**src/hw/pa_pkg.sv**
```systemverilog
package pa_pkg;
  localparam int PA_W = 6;
  localparam int PA_AW = 4;
  localparam int PA_DW = 8;
  // Register indices on the plain register port.
  localparam logic [PA_AW-1:0] PA_ADDR_LEVEL = 4'h0;
  localparam logic [PA_AW-1:0] PA_ADDR_LATCH = 4'h1;
  localparam logic [PA_AW-1:0] PA_ADDR_DIR = 4'h2;
  localparam logic [PA_AW-1:0] PA_ADDR_ANSEL = 4'h3;
  localparam logic [PA_AW-1:0] PA_ADDR_PULLUP = 4'h4;
  localparam logic [PA_AW-1:0] PA_ADDR_THRESH = 4'h5;
  localparam logic [PA_AW-1:0] PA_ADDR_OPTION = 4'h6;
  localparam logic [PA_AW-1:0] PA_ADDR_STEER0 = 4'h7;
  localparam logic [PA_AW-1:0] PA_ADDR_STEER1 = 4'h8;
  // Implemented bits and reset values.
  localparam logic [PA_W-1:0] PA_LATCH_MASK = 6'h37;
  localparam logic [PA_W-1:0] PA_ANSEL_MASK = 6'h17;
  localparam logic [PA_W-1:0] PA_INPUT_ONLY = 6'h08;
  localparam logic [PA_W-1:0] PA_DIR_RESET = 6'h3f;
  localparam logic [PA_W-1:0] PA_ANSEL_RESET = 6'h17;
  localparam logic [PA_W-1:0] PA_PULLUP_RESET = 6'h3f;
  localparam logic [PA_W-1:0] PA_THRESH_RESET = 6'h04;
  localparam logic [PA_W-1:0] PA_LATCH_RESET = 6'h00;
  localparam logic [PA_DW-1:0] PA_STEER0_MASK_14 = 8'hec;
  localparam logic [PA_DW-1:0] PA_STEER0_MASK_20 = 8'h8c;
  localparam logic [PA_DW-1:0] PA_STEER1_MASK = 8'h0f;
  localparam logic [PA_DW-1:0] PA_STEER_RESET = 8'h00;
  localparam logic PA_GPD_RESET = 1'b1;
  // Field positions.
  localparam int PA_OPT_GPD = 7;
  localparam int PA_S0_RX = 7;
  localparam int PA_S0_SDO = 6;
  localparam int PA_S0_SS = 5;
  localparam int PA_S0_T1G = 3;
  localparam int PA_S0_TX = 2;
  localparam int PA_S1_P1D = 3;
  localparam int PA_S1_P1C = 2;
  localparam int PA_S1_P2B = 1;
  localparam int PA_S1_CAPTURE_UNIT2_PIN = 0;

  // One peripheral output: enable and level.
  typedef struct packed {
    logic en;
    logic val;
  } pa_fn_t;

  // Peripheral outputs that may claim a port A pin.
  typedef struct packed {
    pa_fn_t prog_data_pin;
    pa_fn_t debug_data_pin;
    pa_fn_t dac_voltage_out;
    pa_fn_t serial_transmit_clock;
    pa_fn_t prog_clock_pin;
    pa_fn_t debug_clock_pin;
    pa_fn_t serial_receive_data;
    pa_fn_t sr_latch_out;
    pa_fn_t comparator1_out;
    pa_fn_t capture_unit3_pin;
    pa_fn_t system_clock_out;
    pa_fn_t timer1_osc_out;
    pa_fn_t reference_clock_out;
    pa_fn_t serial_data_out;
    pa_fn_t pwm_out_2b;
    pa_fn_t capture_unit2_pin;
  } pa_periph_t;

  // Digital levels of other port pins that a steered input may come from.
  typedef struct packed {
    logic port_b_pin5;
    logic port_c_pin3;
    logic port_c_pin5;
  } pa_other_t;

  // Steered peripheral inputs.
  typedef struct packed {
    logic serial_receive_data;
    logic slave_select;
    logic timer1_gate_input;
  } pa_steered_t;
endpackage : pa_pkg

```
**src/hw/pa_port.sv**
```systemverilog
// Functional notes
// - Writing the latch register updates the latch like a pin-level write.
// - Latch read returns latch; pin-level read returns pin levels.
// - Direction bit one makes the pin an input, driver off.
// - Direction bit zero enables the driver with the latch value.
// - Pin 3 is input only; its direction bit reads one.
// - Six-bit port with one direction, latch and level bit per pin.
// - Pin-level write stores the written value, masked, straight into the output latch.
// - Direction bits control drivers even on analog pins.
// - Analog-selected pins read zero digitally.
// - Threshold bit picks Schmitt or TTL for reads.
// - Each pin has its own pull-up enable bit.
// - Pull-up is forced off while the pin is an output.
// - Power-on reset disables all pull-ups via the global disable bit.
// - Analog select does not affect digital output drive.
// - Steering bits leave direction bits alone; overrides follow the function.
// - Steering 0 bit 7 routes serial receive per pin-count variant.
// - Steering 0 bit 6 routes serial data out; zero on 20-pin.
// - Steering 0 bit 5 routes slave select; zero on 20-pin.
// - Steering 0 bit 3 routes timer 1 gate to pin 4 or 3.
// - Steering 0 bit 2 routes serial transmit to pin 0 on 14-pin; stored but unused on 20-pin.
// - Steering 1 bits 1..0 route PWM 2B to pin 4 and capture 2 to pin 5; bits 3..2 are stored only; upper bits zero.
// - Lowest-numbered enabled output owns the pin.
// - Individual pull-ups act only while the global disable is clear.
//
// The address-and-strobe port and the address map are this design's own decisions.
`timescale 1ns/1ps
`default_nettype none
module pa_port #(
  parameter bit IS_14_PIN = 1'b1
) (
  input wire logic clk,
  input wire logic rst,
  input wire logic [pa_pkg::PA_AW-1:0] reg_addr,
  input wire logic [pa_pkg::PA_DW-1:0] reg_wdata,
  input wire logic reg_wr,
  input wire logic reg_rd,
  output logic [pa_pkg::PA_DW-1:0] reg_rdata,
  input wire logic [pa_pkg::PA_W-1:0] pin_in,
  output logic [pa_pkg::PA_W-1:0] pin_out,
  output logic [pa_pkg::PA_W-1:0] pin_oe,
  output logic [pa_pkg::PA_W-1:0] pullup_on,
  output logic [pa_pkg::PA_W-1:0] schmitt_sel,
  output logic [pa_pkg::PA_W-1:0] pin_digital,
  input wire pa_pkg::pa_periph_t periph,
  input wire pa_pkg::pa_other_t other_pins,
  output pa_pkg::pa_steered_t steered,
  output logic [pa_pkg::PA_DW-1:0] alt_function_steering_0,
  output logic [pa_pkg::PA_DW-1:0] alt_function_steering_1
);
  import pa_pkg::*;

  localparam logic [PA_DW-1:0] STEER0_MASK = IS_14_PIN ? PA_STEER0_MASK_14 : PA_STEER0_MASK_20;

  typedef struct packed {
    logic [PA_W-1:0] output_latch_register;
    logic [PA_W-1:0] pin_direction_bits;
    logic [PA_W-1:0] analog_select_bits;
    logic [PA_W-1:0] pullup_enable_bits;
    logic [PA_W-1:0] input_threshold_select;
    logic global_pullup_disable;
    logic [PA_DW-1:0] steer0;
    logic [PA_DW-1:0] steer1;
    logic [PA_W-1:0] sync1;
    logic [PA_W-1:0] sync2;
    logic [PA_W-1:0] dig;
    logic [PA_W-1:0] out;
    logic [PA_W-1:0] oe;
    logic [PA_W-1:0] pull;
    logic [PA_DW-1:0] rdata;
    pa_steered_t st;
  } pa_state_t;

  pa_state_t state;
  pa_state_t next_state;
  logic [PA_W-1:0] level;
  logic [PA_W-1:0] drive;
  logic [PA_DW-1:0] read_mux;

  // Digital view of the pins; analog-selected pins read zero.
  // analog reads zero
  assign level = state.sync2 & ~state.analog_select_bits;

  // Output priority chains; the latch drives when no function claims the pin.
  always_comb begin
    drive = state.output_latch_register;
    if (periph.prog_data_pin.en) begin
      drive[0] = periph.prog_data_pin.val;
    end else if (periph.debug_data_pin.en) begin
      drive[0] = periph.debug_data_pin.val;
    end else if (periph.dac_voltage_out.en) begin
      drive[0] = periph.dac_voltage_out.val;
    end else if (IS_14_PIN && state.steer0[PA_S0_TX] && periph.serial_transmit_clock.en) begin
      drive[0] = periph.serial_transmit_clock.val;
    end
    if (periph.prog_clock_pin.en) begin
      drive[1] = periph.prog_clock_pin.val;
    end else if (periph.debug_clock_pin.en) begin
      drive[1] = periph.debug_clock_pin.val;
    end else if (IS_14_PIN && state.steer0[PA_S0_RX] && periph.serial_receive_data.en) begin
      drive[1] = periph.serial_receive_data.val;
    end
    if (periph.sr_latch_out.en) begin
      drive[2] = periph.sr_latch_out.val;
    end else if (periph.comparator1_out.en) begin
      drive[2] = periph.comparator1_out.val;
    end else if (periph.capture_unit3_pin.en) begin
      drive[2] = periph.capture_unit3_pin.val;
    end
    drive[3] = 1'b0;
    if (periph.system_clock_out.en) begin
      drive[4] = periph.system_clock_out.val;
    end else if (periph.timer1_osc_out.en) begin
      drive[4] = periph.timer1_osc_out.val;
    end else if (periph.reference_clock_out.en) begin
      drive[4] = periph.reference_clock_out.val;
    end else if (IS_14_PIN && state.steer0[PA_S0_SDO] && periph.serial_data_out.en) begin
      drive[4] = periph.serial_data_out.val;
    end else if (state.steer1[PA_S1_P2B] && periph.pwm_out_2b.en) begin
      drive[4] = periph.pwm_out_2b.val;
    end
    if (state.steer1[PA_S1_CAPTURE_UNIT2_PIN] && periph.capture_unit2_pin.en) begin
      drive[5] = periph.capture_unit2_pin.val;
    end
  end

  always_comb begin
    case (reg_addr)
      PA_ADDR_LEVEL: read_mux = {2'h0, level};
      PA_ADDR_LATCH: read_mux = {2'h0, state.output_latch_register & PA_LATCH_MASK};
      PA_ADDR_DIR: read_mux = {2'h0, state.pin_direction_bits | PA_INPUT_ONLY};
      PA_ADDR_ANSEL: read_mux = {2'h0, state.analog_select_bits};
      PA_ADDR_PULLUP: read_mux = {2'h0, state.pullup_enable_bits};
      PA_ADDR_THRESH: read_mux = {2'h0, state.input_threshold_select};
      PA_ADDR_OPTION: read_mux = {state.global_pullup_disable, 7'h00};
      PA_ADDR_STEER0: read_mux = state.steer0;
      PA_ADDR_STEER1: read_mux = state.steer1;
      default: read_mux = 8'h00;
    endcase
  end

  always_comb begin
    next_state = state;
    next_state.sync1 = pin_in;
    next_state.sync2 = state.sync1;
    next_state.dig = level;
    next_state.rdata = reg_rd ? read_mux : 8'h00;
    if (reg_wr) begin
      case (reg_addr)
        PA_ADDR_LEVEL: next_state.output_latch_register = reg_wdata[PA_W-1:0] & PA_LATCH_MASK;
        PA_ADDR_LATCH: next_state.output_latch_register = reg_wdata[PA_W-1:0] & PA_LATCH_MASK;
        PA_ADDR_DIR: next_state.pin_direction_bits = reg_wdata[PA_W-1:0] | PA_INPUT_ONLY;
        PA_ADDR_ANSEL: next_state.analog_select_bits = reg_wdata[PA_W-1:0] & PA_ANSEL_MASK;
        PA_ADDR_PULLUP: next_state.pullup_enable_bits = reg_wdata[PA_W-1:0];
        PA_ADDR_THRESH: next_state.input_threshold_select = reg_wdata[PA_W-1:0];
        PA_ADDR_OPTION: next_state.global_pullup_disable = reg_wdata[PA_OPT_GPD];
        PA_ADDR_STEER0: next_state.steer0 = reg_wdata & STEER0_MASK;
        PA_ADDR_STEER1: next_state.steer1 = reg_wdata & PA_STEER1_MASK;
        default: next_state.steer1 = state.steer1;
      endcase
    end
    next_state.oe = ~(state.pin_direction_bits | PA_INPUT_ONLY);
    next_state.out = drive;
    next_state.pull = state.global_pullup_disable ? '0
                    : (state.pullup_enable_bits & (state.pin_direction_bits | PA_INPUT_ONLY));
    // timer gate from pin 4 or 3
    next_state.st.timer1_gate_input = state.steer0[PA_S0_T1G] ? level[3] : level[4];
    if (IS_14_PIN) begin
      next_state.st.serial_receive_data =
        state.steer0[PA_S0_RX] ? level[1] : other_pins.port_c_pin5;
    end else begin
      next_state.st.serial_receive_data =
        state.steer0[PA_S0_RX] ? other_pins.port_c_pin5 : other_pins.port_b_pin5;
    end
    next_state.st.slave_select =
      (IS_14_PIN && state.steer0[PA_S0_SS]) ? level[3] : other_pins.port_c_pin3;
    if (rst) begin
      next_state = '0;
      next_state.output_latch_register = PA_LATCH_RESET;
      next_state.pin_direction_bits = PA_DIR_RESET;
      next_state.analog_select_bits = PA_ANSEL_RESET;
      next_state.pullup_enable_bits = PA_PULLUP_RESET;
      next_state.input_threshold_select = PA_THRESH_RESET;
      next_state.global_pullup_disable = PA_GPD_RESET;
      next_state.steer0 = PA_STEER_RESET;
      next_state.steer1 = PA_STEER_RESET;
    end
  end

  always_ff @(posedge clk) begin
    state <= next_state;
  end

  assign reg_rdata = state.rdata;
  assign pin_out = state.out;
  assign pin_oe = state.oe;
  assign pullup_on = state.pull;
  assign schmitt_sel = state.input_threshold_select;
  assign pin_digital = state.dig;
  assign steered = state.st;
  assign alt_function_steering_0 = state.steer0;
  assign alt_function_steering_1 = state.steer1;
endmodule : pa_port
`default_nettype wire

```
**config.mk**
```make
export PLATFORM = sky130hd
export DESIGN_NAME = pa_port
export DESIGN_NICKNAME = d
export VERILOG_FILES = /design/src/hw/pa_pkg.sv /design/src/hw/pa_port.sv
export SDC_FILE = /design/constraint.sdc
export NUM_CORES = 1
export LEC_CHECK = 0
export BUFFER_PORTS_ARGS = -buffer_cell sky130_fd_sc_hd__buf_2
export CORE_ASPECT_RATIO = 0.5
export CORE_MARGIN = 2
export CORE_UTILIZATION = 45
export CTS_CLUSTER_DIAMETER = 80
export CTS_CLUSTER_SIZE = 20
export DETAILED_ROUTE_END_ITERATION = 7
export GPL_ROUTABILITY_DRIVEN = 0
export PLACE_DENSITY = 0.8
export SKIP_CTS_REPAIR_TIMING = 1
export SLEW_MARGIN = 15
export SYNTH_ARGS = -nofsm -noshare
export SYNTH_HDL_FRONTEND = slang
export SYNTH_SLANG_ARGS = --single-unit
```
**constraint.sdc**
```tcl
create_clock -name clk -period 2 [get_ports clk]
set_input_delay 0.3 -clock clk [delete_from_list [all_inputs] [get_ports clk]]
set_output_delay 0.3 -clock clk [all_outputs]
set_load 0.03 [all_outputs]
```
After elaboration in Yosys (flattened, before gate mapping)

Cells that the tools add are included.

Flip-flop bits (word level): 83
Output and inout port bits: 57

Equal/unequal tests: 8
Mux-type cells: 20
Bitwise gates (word level): 5
Reduce and logical (&&, ||, !) cells: 17

Operators with widths:

| kind                                                            | number |
|---|---|
| 8-bit one-hot mux with 9 select lines                           | 1 |
| 1-bit 2-to-1 mux                                                | 19 |
| 4-bit by 3-bit == test with 1-bit output, second input constant | 4 |
| 2-bit AND reduction                                             | 8 |
| 6-bit AND                                                       | 2 |
| 4-bit by 2-bit == test with 1-bit output, second input constant | 2 |
| 5-bit inverter with 6-bit output                                | 1 |
| 6-bit inverter                                                  | 1 |
| 2-bit OR reduction                                              | 3 |
| 1-bit logical AND                                               | 5 |
| 4-bit by 1-bit == test with 1-bit output, second input constant | 1 |
| 4-bit == test, second input constant                            | 1 |
| 4-bit zero test                                                 | 1 |
| 1-bit inverter                                                  | 1 |

Longest topological paths before layout

Gate-level depths: netlist (run 1).

Depth in word-level cells: 6
Depth in mapped cells: 6

Worst setup path after synthesis (run 1)

No wires, ideal clock.

Path type: input to register
Start: input reg_addr[3] (netlist bit)
End: register state, in the netlist schmitt_sel[2]
Setup time: 120 ps
Arrival: 1,349 ps
Required time: 1,880 ps
Path slack: 531 ps
Stages: 5
Path through: buf_2 -> nand3b_4 -> nor3b_4 -> nor2b_1 -> a211o_1

Longest elaborated chain between the ends: 2

RTL lines:

| what                                     | RTL line       | RTL |
|---|---|---|
| start: declaration                       | pa_port.sv:34  | `input wire logic [pa_pkg::PA_AW-1:0] reg_addr,` |
| 4-bit by 3-bit == test with 1-bit output | pa_port.sv:149 | `case (reg_addr)` |
| 2-bit AND reduction (no line)            | --             |  |
| end signal: assignment                   | pa_port.sv:191 | `state <= next_state;` |
| end: declaration                         | pa_port.sv:74  | `pa_state_t state;` |

No other way between the ends.
A chain may end at the register's enable or synchronous reset.

Final worst setup path (run 1)

Start: input reg_addr[2] (netlist bit)
End: register state[77] (netlist bit)

Longest elaborated chain between the ends: 2

RTL lines:

| what                                     | RTL line |
|---|---|
| 4-bit by 2-bit == test with 1-bit output | pa_port.sv:149 |
| 2-bit AND reduction (no line)            | -- |

No other way between the ends.

==> impl_summary.txt, run 1 <==
----------------------------------------------------
[Synth]
  Top cell types by occurrence after synthesis ... sky130_fd_sc_hd__dfxtp_1, sky130_fd_sc_hd__buf_4, sky130_fd_sc_hd__nor2_1
  Post-synthesis instance area ... 3630 µm²
  Cell with the most instances after synthesis ... sky130_fd_sc_hd__dfxtp_1
  Yosys top cell by area ... sky130_fd_sc_hd__dfxtp_1
  Synthesized instance count ... 386
  Yosys warning count ... 0
  Count of different cell masters after synthesis ... 46
  Largest cells by area after synthesis ... sky130_fd_sc_hd__dfxtp_1, sky130_fd_sc_hd__buf_4, sky130_fd_sc_hd__mux2i_1
  Share of async-settable or async-resettable flops after synthesis ... 0%
  Most instantiated flip-flop cell in the synthesis netlist ... sky130_fd_sc_hd__dfxtp_1
  Flops & latches, synth ... 81
  Average instance area after synthesis ... 9.40 µm²
  Yosys top cell area share ... 44.7%
  Number of enable flip-flop cells after synthesis ... 0
  Fraction of the yosys area taken by sequential cells ... 44.7%

[Global route]
  Global route total overflow ... 0
  Pin count of the biggest net entering global routing ... 42
  Via count of the first global-routing pass ... 2500
  Initial antenna violation count ... 1
  First-pass GRT wire length ... 12800 µm
  Gr usage total ... 19.7%

[Drt]
  Drt first-iter violations ... 211
  Residual DRC count ... 0
  Post-DR wirelength/cell ... 14.6 µm
  Via-per-instance ratio ... 4.91
  Detailed-route wire length ... 8130 µm
  Router iterations before antenna repair ... 4
  Post-route ant nets ... 0
  Total number of vias ... 2737

[Timing]
  RSZ-0062 raised after global routing ... no
  Worst-case clock skew ... 0.00512 ns
  Max Slew Vio Count ... 0
  Maximum clock frequency ... 724 MHz
  Number of failing hold endpoints at the final stage ... 0
  Setup ws final ... 0.619 ns
  Final setup violating endpoints ... 0
  WHS ... 0.171 ns
  Worst Tran Pin Value ... 0.618 ns
  Worst-case headroom to the max-slew limit ... 58.6%
  Final critical-path share of the clock period ... 69.0%
  Min Clock Period, post-route ... 1.38 ns
  Total negative setup slack ... 0 ns

[Job]
  Max-cap check violation count ... 0

[Layout]
  Net count of the finished layout ... 497
  Layout cells sized above 1 ... 31.0%
  Final std cells w/o fill ... 557
  Area growth from synthesis to layout ... 14.2%
  Final antenna diode count ... 0

[Hold path]
  Hold Path Cell Cnt ... 2
  Hold Crit Class ... primary input to flip-flop
  End point of the worst hold path ... pin_out[1]
  Origin of the worst min-delay path ... periph[23]

[Power]
  Power density of the placed cells ... 859 nW/µm²
  Peak VDD IR ... 0.401 mV
  Sw Pwr ... 893 µW
  Cell internal power dissipation ... 2.67 mW
  Leakage power ... 1.89 nW
  Portion of total power attributed to combinational logic ... 9.2%
  Final total power ... 3.56 mW
  Clk pwr share ... 43.8%
  Sequential Power Share ... 47.0%
  Switching power as a share of total power ... 25.1%

[Setup path]
  RR Endpoint ... reg_rdata[4]
  Worst flop-to-flop path startpoint ... state[80]
  Buffers plus inverters on the worst setup path ... 2
  Cell count of the worst reg-to-reg path ... 4
  Gate family responsible for the most delay along the worst path ... simple AND/OR/NAND/NOR gates
  WP data required ... 2.22 ns
  Slack of the worst reg-to-reg path ... 0.71 ns
  Cells along the critical path ... buf_2, buf_4, nor2_1, nand4_1, a211o_1
  Critical-path cell with the highest stage delay ... sky130_fd_sc_hd__a211o_1
  Critical path launch point type ... primary input
  Startpoint-to-endpoint class of the critical path ... primary input to flip-flop
  Crit path DAT ... 1.60 ns
  Max FO, Critical Path ... 14
  Setup crit end kind ... flip-flop
  Largest stage delay on the critical path ... 0.39 ns

[Die]
  Core footprint ... 7910 µm²
  Starting density of the core ... 45.9%
  Die Y-Extent ... 67.5 µm
  Placement Rows ... 23
  Top-level I/O count ... 114
  Die X ... 131 µm
  Die area ... 8840 µm²

[Place]
  HPWL reported at the end of detailed placement ... 5970 µm
  Number of buffer cells added on primary ports ... 103
  Cell count after placement ... 541
  Worst slack at placement ... 0.291 ns

[Clock network]
  Clock latency on the worst-skew pair ... 0.33 ns
  Total clock buffers created by CTS ... 9
  H-tree depth ... 3
  Clk buf depth ... 2
  CTS tree ... done
  Clock Pin Slew Worst Setup and Hold Paths ... 0.06 ns
  Count of clock tree sinks ... 81
  CTS root buffer ... sky130_fd_sc_hd__clkbuf_16

[Outcome]
  Result of the run ... complete, no violations

----------------------------------------------------
-- final cells by class --
| class | instances | area [µm²] |
|---|---|---|
| clock inverter | 6 | 50.0 |
| sequential | 81 | 1620 |
| inverter | 8 | 30.0 |
| timing repair buffer | 110 | 568 |
| tap | 112 | 140 |
| clock buffer | 10 | 239 |
| fill | 691 | 3770 |
| multi-input combinational | 230 | 1500 |
-- worst register-to-register path: stages (launching register included) --
cell	delay (ns)
sky130_fd_sc_hd__dfxtp_1	0.46
sky130_fd_sc_hd__inv_1	0.08
sky130_fd_sc_hd__a32o_1	0.22
sky130_fd_sc_hd__a221oi_1	0.32
sky130_fd_sc_hd__nor3_1	0.09
-- worst max path at each step --
stage	to	slack (ns)	cells past startpoint	from
after detailed placement	alt_function_steering_0[5]	0.29	5	reg_addr[1]
after global routing	alt_function_steering_0[5]	0.49	5	reg_addr[1]
after global placement	alt_function_steering_0[5]	0.30	5	reg_addr[1]
after CTS	state[77]	0.63	5	reg_addr[2]
after floorplan	schmitt_sel[2]	0.53	5	reg_addr[3]
final	state[77]	0.62	5	reg_addr[2]
-- kinds of logic after synthesis --
family	share of synthesized area [%]
buffers and inverters	14.9
AND/OR/NAND/NOR	21.4
multiplexers	8.89
flip-flops	44.7
AO/OA/AOI/OAI	10.1
other	0.103
-- cell usage in the layout (no fill, tap or decap), drive strengths merged, types with 11 or more instances in the layout --
master | netlist | final
a21oi | 11 | 11
nor2b | 23 | 23
dfxtp | 81 | 81
inv | 8 | 11
a211o | 11 | 11
nor2 | 46 | 46
buf | 67 | 110
nand2 | 24 | 24
mux2i | 21 | 21
nand3b | 11 | 11
-- metrics by stage --
stage	cell area (µm²)	util (%)
6_report	4150	52.4
5_1_grt	4150	52.4
4_1_cts	4150	52.4
3_5_place_dp	3860	48.7
3_3_place_gp	3860	48.7
2_1_floorplan	3660	-
-- routing by layer --
layer  part of all wire, %  vias to the layer above  GRT usage [%]
met5                     0                        -              0
met4                   1.3                        0           6.65
met3                   9.5                       11           6.10
met2                    46                      106           31.2
met1                    43                     1257           25.8
li1                      -                     1363              -
-- sequential cells by signal, indices dropped and copies added, names as in the netlist, 5 cells and up --
name	flops
alt_function_steering_0	5
pin_digital	6
pin_oe	5
pin_out	5
pullup_on	6
reg_rdata	8
schmitt_sel	6
state	33
-- power groups by stage --
stage	sequential, mW	combinational [mW]	clock (mW)
final	1.68	0.327	1.56
after CTS	1.68	0.326	1.58
after floorplan	1.70	0.255	0
after detailed placement	1.71	0.324	0
after global placement	1.71	0.319	0
after global routing	1.68	0.358	1.67
Power figures use the tool's default switching activity.
==> inputs of run 2 (changes only) <==
ABC_AREA = 1   (was unset)
PLACE_DENSITY = 0.83   (was 0.8)
clock period = 1.2 ns   (was 2 ns; I/O delays follow)
==> impl_summary.txt, run 2 <==
----------------------------------------------------
[Outcome]
  Result of the run ... complete, no violations

[Die]
  Top-level I/O count ... 114 (unchanged)
  Die X ... 130 µm (-0.67%)
  Placement Rows ... 22 (-4.3%)
  Core footprint ... 7510 µm² (-5.0%)
  Die area ... 8730 µm² (-1.3%)
  Starting density of the core ... 47.6% (+1.8 points)
  Die Y-Extent ... 67.1 µm (-0.65%)

[Synth]
  Largest cells by area after synthesis ... sky130_fd_sc_hd__dfxtp_1, sky130_fd_sc_hd__buf_4, sky130_fd_sc_hd__nand2_1
  Number of enable flip-flop cells after synthesis ... 0 (unchanged)
  Yosys warning count ... 0 (unchanged)
  Fraction of the yosys area taken by sequential cells ... 45.3% (+0.62 points)
  Top cell types by occurrence after synthesis ... sky130_fd_sc_hd__nand2_1, sky130_fd_sc_hd__dfxtp_1, sky130_fd_sc_hd__buf_4
  Average instance area after synthesis ... 7.46 µm² (-21%)
  Share of async-settable or async-resettable flops after synthesis ... 0% (unchanged)
  Flops & latches, synth ... 81 (unchanged)
  Post-synthesis instance area ... 3580 µm² (-1.4%)
  Most instantiated flip-flop cell in the synthesis netlist ... sky130_fd_sc_hd__dfxtp_1
  Cell with the most instances after synthesis ... sky130_fd_sc_hd__nand2_1
  Synthesized instance count ... 480 (+24%)
  Yosys top cell area share ... 45.3% (+0.62 points)
  Count of different cell masters after synthesis ... 24 (-48%)
  Yosys top cell by area ... sky130_fd_sc_hd__dfxtp_1

[Layout]
  Register ranked first by flip-flop count ... state
  Flip-flop and latch area ... 1620 µm² (+0.15%)
  Final std cells w/o fill ... 662 (+19%)
  Most frequent standard cell in the layout excluding fill and tap cells ... sky130_fd_sc_hd__buf_2
  Final antenna diode count ... 0 (unchanged)
  Net count of the finished layout ... 607 (+22%)
  Post-route cell area ... 4210 µm² (+1.5%)
  Flip-flop count of the largest register after layout ... 33 (unchanged)
  Layout cells sized above 1 ... 26.9% (-4.1 points)
  Area of the multi-input gates ... 1280 µm² (-14%)
  Commonest cells after routing, fill and taps aside ... sky130_fd_sc_hd__buf_2, sky130_fd_sc_hd__nand2_1, sky130_fd_sc_hd__dfxtp_1
  Filler Cell Count ... 701 (+1.4%)
  Area growth from synthesis to layout ... 17.6%

[Drt]
  Router iterations before antenna repair ... 7 (+3)
  Via-per-instance ratio ... 4.93 (+0.25%)
  Sum of met2 wire segment lengths after detailed routing ... 3890 µm (+3.4%)
  Total number of vias ... 3261 (+19%)
  Post-route ant nets ... 0 (unchanged)
  Post-DR wirelength/cell ... 13.4 µm (-7.9%)
  Residual DRC count ... 0 (unchanged)
  Detailed-route wire length ... 8900 µm (+9.5%)
  Routed length on met1 ... 3830 µm (+9.7%)
  Sum of met3 wire segment lengths after detailed routing ... 1010 µm (+31%)
  Drt first-iter violations ... 276 (+31%)
  Highest routing layer actually used ... met4

[Place]
  Placement Cell Area ... 3910 µm² (+1.4%)
  HPWL reported at the end of detailed placement ... 6580 µm (+10%)
  Number of buffer cells added on primary ports ... 103 (unchanged)
  Cell count after placement ... 647 (+20%)

[Job]
  Max-cap check violation count ... 0 (unchanged)

[Power]
  Power density of the placed cells ... 1450 nW/µm² (+68%)
  Leakage power ... 2.13 nW (+13%)
  Final total power ... 6.09 mW (+71%)
  Peak VDD IR ... 0.675 mV (+69%)

[Timing]
  Maximum clock frequency ... 869 MHz
  Number of failing hold endpoints at the final stage ... 0 (unchanged)
  Min Clock Period, post-route ... 1.15 ns
  Final critical-path share of the clock period ... 95.9%
  Final setup violating endpoints ... 0 (unchanged)
  Worst-case clock skew ... 0.00732 ns (+0.00220 ns)
  Total negative setup slack ... 0 ns (unchanged)
  Max Slew Vio Count ... 0 (unchanged)
  RSZ-0062 raised after global routing ... no
  WHS ... 0.0421 ns (-0.129 ns)

[Setup path]
  Cell count of the worst reg-to-reg path ... 6 (+2)
  Setup crit end kind ... output port
  Max FO, Critical Path ... 5 (-9)
  RR Endpoint ... reg_rdata[1]
  WP data required ... 1.02 ns (-1.20 ns)
  Largest stage delay on the critical path ... 0.40 ns (about the same)
  Gate family responsible for the most delay along the worst path ... flip-flops
  Cells along the critical path ... buf_2
  Crit path DAT ... 0.97 ns (-0.63 ns)
  Critical-path cell with the highest stage delay ... sky130_fd_sc_hd__dfxtp_1
  Startpoint-to-endpoint class of the critical path ... flip-flop to output port
  Slack of the worst reg-to-reg path ... 0.20 ns (-0.51 ns)
  Critical path launch point type ... flip-flop
  Worst flop-to-flop path startpoint ... state[36]
  Buffers plus inverters on the worst setup path ... 1 (-1)

[Hold path]
  Hold Crit Class ... primary input to flip-flop
  Hold Path Cell Cnt ... 3 (+1)
  Origin of the worst min-delay path ... pin_in[0]
  End point of the worst hold path ... state[41]

[Clock network]
  CTS root buffer ... sky130_fd_sc_hd__clkbuf_16
  Total clock buffers created by CTS ... 9 (unchanged)
  Clk buf depth ... 2 (unchanged)
  Count of clock tree sinks ... 81 (unchanged)
  H-tree depth ... 3 (unchanged)
  Clock latency on the worst-skew pair ... 0.34 ns (about the same)
  Clock Pin Slew Worst Setup and Hold Paths ... 0.06 ns (about the same)
  CTS tree ... done

[Global route]
  Via count of the first global-routing pass ... 2893 (+16%)
  Initial antenna violation count ... 0 (-1)
  Pin count of the biggest net entering global routing ... 33 (-21%)
  Global route total overflow ... 0 (unchanged)
  Gr usage total ... 21.3% (+1.6 points)
  First-pass GRT wire length ... 13700 µm (+7.5%)

----------------------------------------------------
[run 2: kinds of logic (layout without fill, tap and decap cells)]
logic type	after synthesis	after routing	synth area share [%]
buffers and inverters	127	193	19.7
AO/OA/AOI/OAI	61	61	8.67
other	1	9	0.105
multiplexers	1	1	0.280
flip-flops	81	81	45.3
AND/OR/NAND/NOR	209	209	25.9
[run 2: power breakdown]
part           total, mW  internal [mW]  leakage (nW)  switching, mW
combinational      0.593          0.203          1.33          0.390
clock               2.70           1.61         0.142           1.09
sequential          2.80           2.76         0.661         0.0388
[run 2: how the worst max path moves through the flow]
stage                          startpoint                    endpoint  slack [ns]  depth (start not counted)
3_5_place_dp                  reg_addr[0]              schmitt_sel[3]       -0.13                          6
4_1_cts        alt_function_steering_0[2]  alt_function_steering_0[2]       -0.02                          1
6_report       alt_function_steering_0[5]  alt_function_steering_0[5]        0.05                          1
5_1_grt        alt_function_steering_1[1]  alt_function_steering_1[1]       0.004                          1
2_1_floorplan                 reg_addr[1]                   state[75]        0.14                          6
3_3_place_gp                  reg_addr[0]              schmitt_sel[0]       -0.06                          6
[run 2: area by class of cell]
class	instances	area share, %
flip-flops and latches	81	38.6
multi-input cells	280	30.4
repair buffers	120	15.6
clock buffers	9	5.35
inverters	58	5.17
well taps	108	3.21
clock inverters	6	1.63
[run 2: routing by layer]
layer	track usage [%]	up-vias
li1	-	1596
met1	27.2	1464
met2	32.2	176
met3	8.19	25
met4	8.74	0
met5	0	-
[run 2: metrics by stage]
step / setup WS [ns] / utilization [%]
finish: 0.0488 / 56.0
global route: 0.00400 / 56.0
CTS: -0.0192 / 56.0
detailed placement: -0.134 / 52.0
global placement: -0.0625 / 52.0
floorplan: 0.137 / -
==> inputs of run 3 (changes only) <==
BUFFER_PORTS_ARGS = -buffer_cell sky130_fd_sc_hd__buf_4   (was -buffer_cell sky130_fd_sc_hd__buf_2)
==> impl_summary.txt, run 3 (synthesized netlist as in run 2, its figures left out) <==
----------------------------------------------------
[Setup path]
  Cell count of the worst reg-to-reg path ... 5 (-1)
  Start point of the critical path ... alt_function_steering_0[5]
  Slack of the worst reg-to-reg path ... 0.16 ns (-0.04 ns)
  Cells along the critical path ... buf_4
  Setup crit end ... alt_function_steering_0[5]
  Startpoint-to-endpoint class of the critical path ... flip-flop to output port
  Gate family responsible for the most delay along the worst path ... flip-flops
  WP data required ... 1.02 ns (about the same)
  Critical-path cell with the highest stage delay ... sky130_fd_sc_hd__dfxtp_1
  Largest stage delay on the critical path ... 0.44 ns (+0.04 ns)
  RR Endpoint ... reg_rdata[2]
  Critical path launch point type ... flip-flop
  Crit path DAT ... 0.98 ns (about the same)
  Max FO, Critical Path ... 5 (unchanged)
  Total number of cells along the worst setup path ... 1 (unchanged)
  Setup crit end kind ... output port
  Buffers plus inverters on the worst setup path ... 1 (unchanged)
  Worst flop-to-flop path startpoint ... state[78]

[Power]
  Power density of the placed cells ... 1440 nW/µm² (-0.28%)
  Peak VDD IR ... 0.734 mV (+8.7%)
  Leakage power ... 2.18 nW (+2.5%)

[Layout]
  Flip-flop count of the largest register after layout ... 33 (unchanged)
  Flip-flop and latch area ... 1620 µm² (unchanged)
  Layout cells sized above 1 ... 26.4% (-0.45 points)
  Most frequent standard cell in the layout excluding fill and tap cells ... sky130_fd_sc_hd__buf_4
  Final Core Density ... 59.6% (+3.6 points)
  Commonest cells after routing, fill and taps aside ... sky130_fd_sc_hd__buf_4, sky130_fd_sc_hd__nand2_1, sky130_fd_sc_hd__dfxtp_1
  Area growth from synthesis to layout ... 25.1%
  Post-route cell area ... 4480 µm² (+6.4%)
  Filler Cell Count ... 658 (-6.1%)
  Area of the multi-input gates ... 1280 µm² (unchanged)
  Final antenna diode count ... 0 (unchanged)
  Net count of the finished layout ... 604 (-0.49%)
  Register ranked first by flip-flop count ... state

[Timing]
  Final setup violating endpoints ... 0 (unchanged)
  Min Clock Period, post-route ... 1.16 ns (+0.0133 ns)
  Final critical-path share of the clock period ... 97.0% (+1.1 points)
  RSZ-0062 raised after global routing ... no
  Max Slew Vio Count ... 0 (unchanged)
  Maximum clock frequency ... 859 MHz (-1.1%)
  Number of failing hold endpoints at the final stage ... 0 (unchanged)
  Worst-case clock skew ... 0.00547 ns (-0.00184 ns)

[Die]
  Die Y-Extent ... 67.1 µm (unchanged)
  Top-level I/O count ... 114 (unchanged)
  Core footprint ... 7510 µm² (unchanged)
  Placement Rows ... 22 (unchanged)
  Starting density of the core ... 47.6% (unchanged)
  Die area ... 8730 µm² (unchanged)
  Die X ... 130 µm (unchanged)

[Drt]
  Router iterations before antenna repair ... 7 (unchanged)
  Post-route ant nets ... 0 (unchanged)
  Total number of vias ... 3199 (-1.9%)
  Drt first-iter violations ... 263 (-4.7%)
  Via-per-instance ratio ... 4.85 (-1.6%)
  Post-DR wirelength/cell ... 14.0 µm (+4.3%)
  Detailed-route wire length ... 9250 µm (+4.0%)
  Residual DRC count ... 0 (unchanged)

[Job]
  Max-cap check violation count ... 0 (unchanged)

[Global route]
  Via count of the first global-routing pass ... 2947 (+1.9%)
  Pin count of the biggest net entering global routing ... 33 (unchanged)
  Initial antenna violation count ... 0 (unchanged)
  Global route total overflow ... 0 (unchanged)
  First-pass GRT wire length ... 14200 µm (+3.2%)
  Gr usage total ... 21.8% (+0.56 points)

[Clock network]
  Clock Pin Slew Worst Setup and Hold Paths ... 0.06 ns (about the same)
  Total clock buffers created by CTS ... 9 (unchanged)
  Count of clock tree sinks ... 81 (unchanged)
  CTS root buffer ... sky130_fd_sc_hd__clkbuf_16
  H-tree depth ... 3 (unchanged)
  CTS tree ... done
  Clock latency on the worst-skew pair ... 0.34 ns (about the same)
  Clk buf depth ... 2 (unchanged)

[Place]
  HPWL reported at the end of detailed placement ... 6820 µm (+3.5%)
  Number of buffer cells added on primary ports ... 103 (unchanged)
  Placement Cell Area ... 4150 µm² (+6.0%)

[Hold path]
  Hold Crit Class ... primary input to flip-flop

[Outcome]
  Result of the run ... complete, no violations

----------------------------------------------------
==> run 3: cell type report <==
type,count,area share (%)
Tap cell,108,3.02
Clock inverter,5,1.93
Timing Repair Buffer,117,19.9
Clock buffer,11,5.42
Multi-Input combinational cell,280,28.6
Sequential cell,81,36.3
Inverter,58,4.86
==> run 3: where the power goes <==
part / internal, mW / switching, mW / total [mW]
Sequential: 2.76 / 0.0417 / 2.80
Clock: 1.90 / 1.10 / 2.99
Combinational: 0.267 / 0.392 / 0.659
Total: 4.93 / 1.53 / 6.46
==> run 3: through the flow <==
| stage | std cells | TNS [ns] | setup WS (ns) | power [mW] | hold WS, ns |
|---|---|---|---|---|---|
| finish | 660 | 0 | 0.0355 | 6.46 | 0.0378 |
| floorplan | 488 | 0 | 0.137 | 3.26 | 0.287 |
| global placement | 644 | -0.451 | -0.0905 | 3.50 | 0.386 |
| global route | 660 | 0 | 0.00887 | 6.68 | 0.0484 |
| detailed placement | 644 | -1.13 | -0.163 | 3.51 | 0.386 |
| CTS | 660 | 0 | 0.0165 | 6.49 | 0.0304 |
==> run 3: worst min path at each step <==
stage / from / endpoint / slack (ns) / cells after the start
final: pin_in[0] / state[41] / 0.04 / 3
after global routing: pin_in[5] / state[46] / 0.05 / 3
after CTS: pin_in[1] / state[42] / 0.03 / 3
after detailed placement: pin_in[1] / state[42] / 0.39 / 3
after global placement: pin_in[0] / state[41] / 0.39 / 3
after floorplan: pin_in[0] / state[41] / 0.29 / 2
==> run 3: metal layers <==
layer	vias up	wire length (µm)	global-route usage, %
li1	1591	-	-
met1	1416	3880	27.7
met2	175	4100	33.6
met3	17	1100	8.59
met4	0	182	7.93
met5	-	0	0
==> run 3: worst register-to-register path, stage by stage (launching register included) <==
cell	delay, ns
sky130_fd_sc_hd__dfxtp_1	0.40
sky130_fd_sc_hd__nor2_1	0.10
sky130_fd_sc_hd__nand3_1	0.12
sky130_fd_sc_hd__nand4_1	0.11
sky130_fd_sc_hd__nor2_1	0.13
sky130_fd_sc_hd__nor2_1	0.06
